`src/hw/srbp_defs.vh`:
```
// Constants for the system reset, supply droop and code read guard block.
// Assumes a single 20 MHz clock and a plain register port with one-cycle strobes.
// Summary of operation
// - Chip reset is requested by pin, watchdog, power-on or supply droop detector.
// - Any reset restarts wake-up timer; release waits pin, oscillator, count, flash init.
// - On release mapping and wake enable registers hold defaults, edge flags keep their value; fetch starts at address zero from boot block.
// - Supply below first threshold raises droop interrupt request toward vectored_irq_controller.
// - First-stage droop condition is readable in a status register for polling.
// - Supply below second threshold asserts chip reset and blocks flash modification.
// - Droop reset holds down to about one volt; power-on reset overlaps with no gap.
// - Guard level comes from a flash pattern; in_application_programming always unrestricted.
// - Level one blocks JTAG; limited programming command set, sector zero protected.
// - Level two blocks JTAG; programming allows only full erase then update.
// - Level three blocks JTAG and programming; programming_override_pin is ignored.
// - Fifty edge and four level external interrupts, each optionally a wake-up source.
// - Mapping control selects boot ROM, SRAM or external memory for vectors.
`ifndef SRBP_DEFS_VH
`define SRBP_DEFS_VH
`define SRBP_CLK_MHZ 20
`define SRBP_WAKE_CLOCKS 16'h0100
`define SRBP_ADDR_STATUS 4'h0
`define SRBP_ADDR_MAP 4'h1
`define SRBP_ADDR_EDGE_LO 4'h2
`define SRBP_ADDR_EDGE_HI 4'h3
`define SRBP_ADDR_LEVEL 4'h4
`define SRBP_ADDR_WAKE_LO 4'h5
`define SRBP_ADDR_WAKE_HI 4'h6
`define SRBP_ADDR_FLAGS_LO 4'h7
`define SRBP_ADDR_FLAGS_HI 4'h8
`define SRBP_ADDR_GUARD 4'h9
`define SRBP_MAP_BOOT 2'h0
`define SRBP_MAP_SRAM 2'h1
`define SRBP_MAP_EXT 2'h2
`define SRBP_MAP_RESET 2'h0
`define SRBP_PAT_L1 32'h1234_5678
`define SRBP_PAT_L2 32'h8765_4321
`define SRBP_PAT_L3 32'h4321_8765
`define SRBP_GUARD_NONE 2'h0
`define SRBP_GUARD_L1 2'h1
`define SRBP_GUARD_L2 2'h2
`define SRBP_GUARD_L3 2'h3
`define SRBP_N_EDGE 50
`define SRBP_N_LEVEL 4
`endif

```
`src/hw/srbp_sync.v`:
```
// Two-flop synchroniser bank for asynchronous pin inputs.
// Assumes clk is the system clock and rst_n is asynchronous, active low.
`timescale 1ns/1ns
module srbp_sync #(parameter W = 1)
(
   input wire clk,
   input wire rst_n,
   input wire [W-1:0] d,
   output reg [W-1:0] q
);
   reg [W-1:0] meta;

   // First stage feeds only the second stage.
   always @(posedge clk or negedge rst_n)
   begin
      if (!rst_n)
      begin
         meta <= {W{1'b0}};
         q <= {W{1'b0}};
      end
      else
      begin
         meta <= d;
         q <= meta;
      end
   end
endmodule

```
`src/hw/srbp_top.v`:
```
// System reset sequencer, supply droop monitor, code read guard and wake logic.
// Assumes all pin and analogue comparator inputs are asynchronous to clk.
`timescale 1ns/1ns
`include "srbp_defs.vh"
module srbp_top
(
   input wire clk,
   input wire rst_n,
   input wire reset_pin_n,
   input wire watchdog_reset,
   input wire power_on_reset,
   input wire droop_stage_one,
   input wire droop_stage_two,
   input wire osc_running,
   input wire flash_init_done,
   input wire [31:0] guard_pattern,
   input wire guard_pattern_valid,
   input wire programming_override_pin,
   input wire [49:0] edge_irq_in,
   input wire [3:0] level_irq_in,
   input wire power_down,
   input wire [3:0] addr,
   input wire [31:0] wdata,
   input wire wr,
   input wire rd,
   output reg [31:0] rdata,
   output reg chip_reset_n,
   output reg flash_write_block,
   output reg droop_irq,
   output reg [31:0] fetch_addr,
   output reg [1:0] vector_map,
   output reg jtag_enable,
   output reg isp_enable,
   output reg isp_limited,
   output reg isp_erase_only,
   output reg isp_sector0_lock,
   output reg iap_enable,
   output reg isp_override_accept,
   output reg wake_up,
   output reg [49:0] edge_irq_flag,
   output reg [3:0] level_irq_active
);
   localparam ST_HOLD = 3'b001;
   localparam ST_WAIT = 3'b010;
   localparam ST_RUN = 3'b100;

   wire [8:0] sync_out;
   wire [49:0] edge_s;
   wire [3:0] level_s;
   wire pin_n_s;
   wire wdt_s;
   wire por_s;
   wire droop1_s;
   wire droop2_s;
   wire osc_s;
   wire flash_s;
   wire override_s;
   wire any_reset;
   reg [2:0] state;
   reg [2:0] next_state;
   reg [15:0] wake_count;
   reg [1:0] rel_sync;
   reg [1:0] guard;
   reg [49:0] edge_prev;
   reg [49:0] edge_en_wake;
   reg [3:0] level_en_wake;
   reg [1:0] map_ctrl;
   reg [49:0] next_flags;

   // Synchronise single-bit pins and comparators.
   srbp_sync #(.W(9)) u_sync_ctl
   (
      .clk(clk),
      .rst_n(rst_n),
      .d({reset_pin_n, watchdog_reset, power_on_reset, droop_stage_one, droop_stage_two,
          osc_running, flash_init_done, programming_override_pin, 1'b0}),
      .q(sync_out)
   );

   // Synchronise external interrupt inputs.
   srbp_sync #(.W(54)) u_sync_irq
   (
      .clk(clk),
      .rst_n(rst_n),
      .d({edge_irq_in, level_irq_in}),
      .q({edge_s, level_s})
   );

   assign pin_n_s = sync_out[8];
   assign wdt_s = sync_out[7];
   assign por_s = sync_out[6];
   assign droop1_s = sync_out[5];
   assign droop2_s = sync_out[4];
   assign osc_s = sync_out[3];
   assign flash_s = sync_out[2];
   assign override_s = sync_out[1];

   // Combined reset request; power-on and droop overlap so no gap appears.
   assign any_reset = !pin_n_s | wdt_s | por_s | droop2_s;

   // Decodes a flash pattern into a guard level.
   function [1:0] srbp_decode_guard;
      input [31:0] pat;
      begin
         if (pat == `SRBP_PAT_L1)
            srbp_decode_guard = `SRBP_GUARD_L1;
         else if (pat == `SRBP_PAT_L2)
            srbp_decode_guard = `SRBP_GUARD_L2;
         else if (pat == `SRBP_PAT_L3)
            srbp_decode_guard = `SRBP_GUARD_L3;
         else
            srbp_decode_guard = `SRBP_GUARD_NONE;
      end
   endfunction

   // Next state of the reset sequencer.
   always @*
   begin
      next_state = state;
      case (state)
         ST_HOLD:
         begin
            if (!any_reset)
               next_state = ST_WAIT;
         end
         ST_WAIT:
         begin
            if (any_reset)
               next_state = ST_HOLD;
            else if (osc_s && flash_s && wake_count == `SRBP_WAKE_CLOCKS)
               next_state = ST_RUN;
         end
         ST_RUN:
         begin
            if (any_reset)
               next_state = ST_HOLD;
         end
         default:
            next_state = ST_HOLD;
      endcase
   end

   // Sequencer state and wake-up timer; any reset restarts the count.
   always @(posedge clk or negedge rst_n)
   begin
      if (!rst_n)
      begin
         state <= ST_HOLD;
         wake_count <= 16'h0000;
      end
      else
      begin
         state <= next_state;
         if (any_reset || state != ST_WAIT)
            wake_count <= 16'h0000;
         else if (osc_s && wake_count != `SRBP_WAKE_CLOCKS)
            wake_count <= wake_count + 16'h0001;
      end
   end

   // Release pipeline clears at once on any request; the reset output drops and rises on a clock edge.
   always @(posedge clk or posedge any_reset)
   begin
      if (any_reset)
         rel_sync <= 2'b00;
      else
         rel_sync <= {rel_sync[0], state == ST_RUN};
   end

   // Reset output and flash write block follow the sequencer.
   always @(posedge clk or negedge rst_n)
   begin
      if (!rst_n)
      begin
         chip_reset_n <= 1'b0;
         flash_write_block <= 1'b1;
         fetch_addr <= 32'h0000_0000;
         droop_irq <= 1'b0;
      end
      else
      begin
         chip_reset_n <= rel_sync[1] & !any_reset;
         flash_write_block <= droop2_s | !rel_sync[1];
         fetch_addr <= 32'h0000_0000;
         droop_irq <= droop1_s;
      end
   end

   // Guard level is captured from flash once flash has initialised.
   always @(posedge clk or negedge rst_n)
   begin
      if (!rst_n)
         guard <= `SRBP_GUARD_L3;
      else if (state != ST_RUN && flash_s && guard_pattern_valid)
         guard <= srbp_decode_guard(guard_pattern);
   end

   // Access permissions for debug and programming by guard level.
   always @(posedge clk or negedge rst_n)
   begin
      if (!rst_n)
      begin
         jtag_enable <= 1'b0;
         isp_enable <= 1'b0;
         isp_limited <= 1'b0;
         isp_erase_only <= 1'b0;
         isp_sector0_lock <= 1'b0;
         iap_enable <= 1'b0;
         isp_override_accept <= 1'b0;
      end
      else
      begin
         iap_enable <= rel_sync[1];
         jtag_enable <= guard == `SRBP_GUARD_NONE;
         isp_enable <= guard != `SRBP_GUARD_L3;
         isp_limited <= guard == `SRBP_GUARD_L1;
         isp_sector0_lock <= guard == `SRBP_GUARD_L1;
         isp_erase_only <= guard == `SRBP_GUARD_L2;
         isp_override_accept <= override_s && guard != `SRBP_GUARD_L3;
      end
   end

   // Edge flags set on rising edges; set wins over a software clear.
   always @*
   begin
      next_flags = edge_irq_flag;
      if (wr && addr == `SRBP_ADDR_FLAGS_LO)
         next_flags[31:0] = edge_irq_flag[31:0] & ~wdata;
      if (wr && addr == `SRBP_ADDR_FLAGS_HI)
         next_flags[49:32] = edge_irq_flag[49:32] & ~wdata[17:0];
      next_flags = next_flags | (edge_s & ~edge_prev);
   end

   // External interrupt tracking and power-down wake.
   always @(posedge clk or negedge rst_n)
   begin
      if (!rst_n)
      begin
         edge_prev <= 50'd0;
         edge_irq_flag <= 50'd0;
         level_irq_active <= 4'h0;
         wake_up <= 1'b0;
      end
      else
      begin
         edge_prev <= edge_s;
         edge_irq_flag <= next_flags;
         level_irq_active <= level_s;
         wake_up <= power_down && ((|(edge_s & ~edge_prev & edge_en_wake)) | (|(level_s & level_en_wake)));
      end
   end

   // Software registers: mapping control and wake enables.
   always @(posedge clk or negedge rst_n)
   begin
      if (!rst_n)
      begin
         map_ctrl <= `SRBP_MAP_RESET;
         edge_en_wake <= 50'd0;
         level_en_wake <= 4'h0;
         vector_map <= `SRBP_MAP_RESET;
      end
      else if (!chip_reset_n)
      begin
         map_ctrl <= `SRBP_MAP_RESET;
         edge_en_wake <= 50'd0;
         level_en_wake <= 4'h0;
         vector_map <= `SRBP_MAP_BOOT;
      end
      else
      begin
         vector_map <= map_ctrl;
         if (wr && addr == `SRBP_ADDR_MAP && wdata[1:0] != 2'h3)
            map_ctrl <= wdata[1:0];
         if (wr && addr == `SRBP_ADDR_WAKE_LO)
            edge_en_wake[31:0] <= wdata;
         if (wr && addr == `SRBP_ADDR_WAKE_HI)
            edge_en_wake[49:32] <= wdata[17:0];
         if (wr && addr == `SRBP_ADDR_LEVEL)
            level_en_wake <= wdata[3:0];
      end
   end

   // Read data appear one cycle after the read strobe; unmapped reads zero.
   always @(posedge clk or negedge rst_n)
   begin
      if (!rst_n)
         rdata <= 32'h0000_0000;
      else if (rd)
      begin
         case (addr)
            `SRBP_ADDR_STATUS: rdata <= {29'd0, droop2_s, any_reset, droop1_s};
            `SRBP_ADDR_MAP: rdata <= {30'd0, map_ctrl};
            `SRBP_ADDR_LEVEL: rdata <= {24'd0, level_s, level_en_wake};
            `SRBP_ADDR_WAKE_LO: rdata <= edge_en_wake[31:0];
            `SRBP_ADDR_WAKE_HI: rdata <= {14'd0, edge_en_wake[49:32]};
            `SRBP_ADDR_FLAGS_LO: rdata <= edge_irq_flag[31:0];
            `SRBP_ADDR_FLAGS_HI: rdata <= {14'd0, edge_irq_flag[49:32]};
            `SRBP_ADDR_GUARD: rdata <= {30'd0, guard};
            default: rdata <= 32'h0000_0000;
         endcase
      end
      else
         rdata <= 32'h0000_0000;
   end
endmodule

```
`config.mk`:
```
export PLATFORM = sky130hd
export DESIGN_NAME = srbp_top
export DESIGN_NICKNAME = d
export VERILOG_FILES = /design/src/hw/srbp_sync.v /design/src/hw/srbp_top.v
export VERILOG_INCLUDE_DIRS = /design/src /design/src/hw
export SDC_FILE = /design/constraint.sdc
export NUM_CORES = 1
export LEC_CHECK = 0
export ABC_AREA = 1
export BUFFER_PORTS_ARGS = -buffer_cell sky130_fd_sc_hd__buf_2
export CAP_MARGIN = 20
export CORE_UTILIZATION = 40
export CTS_BUF_LIST = sky130_fd_sc_hd__clkbuf_8
export DETAILED_ROUTE_END_ITERATION = 12
export PLACE_DENSITY = 0.71
export SETUP_SLACK_MARGIN = 0.1
export SYNTH_ARGS = -nofsm -noshare
export SYNTH_HDL_FRONTEND = slang
export SYNTH_SLANG_ARGS = --single-unit
```
`constraint.sdc`:
```
create_clock -name clk -period 1.5 [get_ports clk]
set_input_delay 0.225 -clock clk [delete_from_list [all_inputs] [get_ports clk]]
set_output_delay 0.225 -clock clk [all_outputs]
set_load 0.05 [all_outputs]
```
==> reports/metrics.csv <==
stage;metric;value;unit
outcome;outcome;complete, but fails checks;
outcome;failing checks;negative setup slack;
yosys;Primary FF master, synth;dfrtp_1;
sta;post-route setup TNS;-231;ps
drt;wire length on met3;3.08;mm
drt;Top Layer Used;met5;
sta;Final Max Tran Viols;0;
power;Peak VDD IR;0.000581;V
sta;Final period util;104;%
yosys;Synth Area in Compound Gates;6.44;%
setup_path;Worst setup SP type;flop;
yosys;combinational family with the most area after synthesis;simple AND/OR/NAND/NOR gates;
yosys;post-synthesis xor/xnor area fraction;0.392;%
placement;detailed placement HPWL;24.8;mm
power;P_sw;5090;uW
drt;drt first-iter violations;767;
yosys;Netlist cell types;40;
placement;Placed Cells;2041;
drt;DR vias;11200;
yosys;cell with the most instances after synthesis;nand2_1;
placement;Buffers on Ports;234;
drt;post-route ant nets;0;
yosys;cells after synthesis;1345;
global_routing;initial antenna violation count;3;
yosys;simple-gate share of the synthesized area;19.4;%
clock_tree;TritonCTS clock tree;yes;
floorplanning;Initial Util;40.9;%
floorplanning;row count;66;
setup_path;worst path bufs/invs;2;
yosys;number of synthesized flops with an enable pin;0;
yosys;post-synth top area share;64.8;%
yosys;Mapped Avg Cell Area;9.97;um^2
finish;final-stage net count;1953;
global_routing;first-pass GRT wire length;60.6;mm
setup_path;critical path endpoint category;flop;
yosys;Yosys warning total;0;
power;Clock Power Share;42.1;%
drt;M1 wire length;15.4;mm
yosys;Adder-Cell Fraction of Synth Area;0.187;%
clock_tree;CTS clk-pin slew, worst paths;60;ps
finish;Area growth syn-to-layout;40.0;%
sta;FMAX;0.642;GHz
drt;metal2 WL;19.4;mm
clock_tree;Clock Tree Buf Depth;3;
run;number of max-cap violations;0;
sta;Final setup viols;7;
yosys;Async SR Flop Fraction;100;%
yosys;mux share of post-synthesis cell area;0;%
setup_path;CP delay by family, top;simple AND/OR/NAND/NOR gates;
drt;vias per cell;4.88;
power;switching share of power;24.8;%
power;proportion of power drawn by combinational gates;9.2;%
clock_tree;Root Buffer Master;clkbuf_8;
floorplanning;core footprint;32800;um^2
clock_tree;worst skew pair latency;590;ps
floorplanning;Die H;185;um
floorplanning;Die Area;34300;um^2
floorplanning;Boundary Pins;267;
sta;Tmin final;1560;ps
clock_tree;TritonCTS Sinks;351;
drt;detailed-route DRC error count;0;
global_routing;gr ovfl total;0;
power;Pleak;0.00924;uW
yosys;Post-Syn Area;13400;um^2
sta;clock skew;15.7;ps
finish;share of cells above drive strength 1;27.6;%
yosys;Yosys top cell by area;dfrtp_1;
drt;DR pass1 iterations;5;
yosys;top cells by count, synth;358 x nand2_1, 347 x dfrtp_1, 149 x inv_1;
setup_path;Critical Path Fanout Max;8;
yosys;largest cells by area after synthesis;dfrtp_1 65%, nand2_1 10%, nand3_1 4.8%;
floorplanning;Die Wd;185;um
power;cell internal pwr;15400;uW
setup_path;CP arrival;2070;ps
sta;Fin. Hold Viols;0;
drt;Routed WL per cell;17.1;um
sta;Hold WS;72.5;ps
placement;GP Congestion;0.852;
global_routing;GRT Total Usage;23.0;%
finish;final non-filler cell total;2301;
sta;Final Worst Setup Slack;-58.1;ps
setup_path;max incr delay on CP;400;ps
yosys;sequential-to-total area share from yosys stat;65.5;%
setup_path;critical path type;reg -> reg;
setup_path;Req. time, crit path;2010;ps
setup_path;CP Cell Sequence;inv_1 -> nand4_1 -> nor2_2 -> nand2_2 -> nand2_4 -> nand2_8 -> buf_6 -> o21ai_2;
power;Power Density;1090;nW/um^2
global_routing;vias in the first global route;11500;
yosys;#FFs+latches synth;351;
setup_path;CP max stage cell;dfrtp_1;
power;Reg power frac;48.8;%
clock_tree;H-tree depth;2;
worst_hold_path;hold crit path type;in -> reg;
finish;fillcell total;2671;
global_routing;largest net degree at the start of global routing;71;
drt;Routed WL;39.3;mm
sta;unrepaired setup endpoints after global routing;yes;
clock_tree;TritonCTS Buffers;55;
-- power by group through the flow --
stage	combinational, uW	clock [uW]	sequential (uW)
2_1_floorplan	538	0	10400
3_3_place_gp	1420	0	10100
3_5_place_dp	1450	0	10100
4_1_cts	1810	8750	9980
5_1_grt	2020	9260	10000
6_report	1880	8620	9990
-- per-layer routing --
layer	vias up	track usage [%]
met3	110	5.37
met4	4	9.36
li1	5162	-
met2	502	39.0
met1	5440	28.4
met5	-	0
-- final cells by class --
| cell class | count | area, um^2 | share of cell area [%] |
|---|---|---|---|
| repair inverters | 1 | 8.76 | 0.0466 |
| multi-input cells | 799 | 3850 | 20.5 |
| flip-flops and latches | 351 | 8790 | 46.8 |
| well taps | 442 | 553 | 2.95 |
| inverters | 160 | 619 | 3.30 |
| clock inverters | 26 | 188 | 1.00 |
| repair buffers | 447 | 3750 | 20.0 |
| clock buffers | 74 | 1020 | 5.42 |
| diodes | 1 | 2.50 | 0.0133 |
-- final timing paths --
| kind | start | endpoint | slack [ps] | cells past startpoint |
|---|---|---|---|---|
| worst max-delay path | wake_count[3]$_DFFE_PN0P_ | wake_count[2]$_DFFE_PN0P_ | -60 | 8 |
| worst min-delay path | wr | edge_en_wake[0]$_DFFE_PN0P_ | 70 | 3 |
| worst max register to register | wake_count[3]$_DFFE_PN0P_ | wake_count[2]$_DFFE_PN0P_ | -60 | 8 |
| worst min register to register | u_sync_ctl.q[8]$_DFF_PN0_ | rel_sync[0]$_DFF_PP0_ | 300 | 3 |
| max in group asynchronous | rst_n | guard[1]$_DFFE_PN1P_ | 700 | 3 |
| min in group asynchronous | rst_n | u_sync_irq.q[38]$_DFF_PN0_ | 100 | 2 |
-- layout by cell type, fill, tap and decap left out, types with 4 or more instances in the layout --
cell type,Yosys,final
o21ai_2,8,14
a41oi_1,10,10
buf_2,12,134
a21oi_1,21,20
dlygate4sd3_1,0,97
nor2_1,83,77
nand3_1,129,123
nand2_2,3,13
xor2_1,6,5
clkinv_2,1,10
nand4_1,20,20
a22o_1,14,14
o21ai_0,77,73
buf_12,0,12
buf_4,40,117
dfstp_2,4,4
nor3_2,1,4
nand3_2,1,7
inv_2,8,9
conb_1,1,32
buf_6,8,84
inv_1,149,160
dfrtp_1,347,346
nor2_2,2,6
clkbuf_8,0,74
o21ai_1,9,6
nor3_1,10,7
nand2_1,358,346
-- repair_timing --
| item | 4_1_cts | 5_1_grt |
|---|---|---|
| setup endpoints to repair | 111 | 93 |
| setup buffers | 48 | 13 |
| resized for setup | 189 | 64 |
| endpoints found under the hold margin | 507 | 0 |
| pin swaps | 13 | 9 |
| hold buffers | 97 | 0 |
| gates cloned | 1 | 0 |
-- state kept, by name, indices dropped and copies added, names as in the netlist, 2 cells and up --
register,flops
edge_en_wake,50
edge_irq_flag,50
edge_prev,50
guard,2
level_en_wake,4
level_irq_active,4
map_ctrl,2
rdata,32
rel_sync,2
state,3
u_sync_ctl.meta,8
u_sync_ctl.q,8
u_sync_irq.meta,54
u_sync_irq.q,54
vector_map,2
wake_count,16
-- worst min-delay path, cell delays in order --
cell and delay, ps:
buf_2 180, nand2_4 120, o21ai_0 80
-- kinds of logic after synthesis --
logic type | count (synthesis)
and+or+nand+nor | 615
AOI/OAI and AO/OA | 144
DFF | 351
buffers and inverters | 226
other | 1
xor gates and xnor gates | 6
adders and majority gates | 2
-- stage by stage --
step	util, %	cell area (um^2)	setup slack, ps	total power (uW)
finish	57.3	18800	-58.1	20500
CTS	56.3	18500	-29.3	20500
floorplan	-	13500	90.3	10900
detailed placement	46.8	15300	-156	11600
global placement	46.8	15300	-48.5	11500
global route	57.3	18800	-126	21300
No activity file was read; power rests on OpenSTA's default activity.
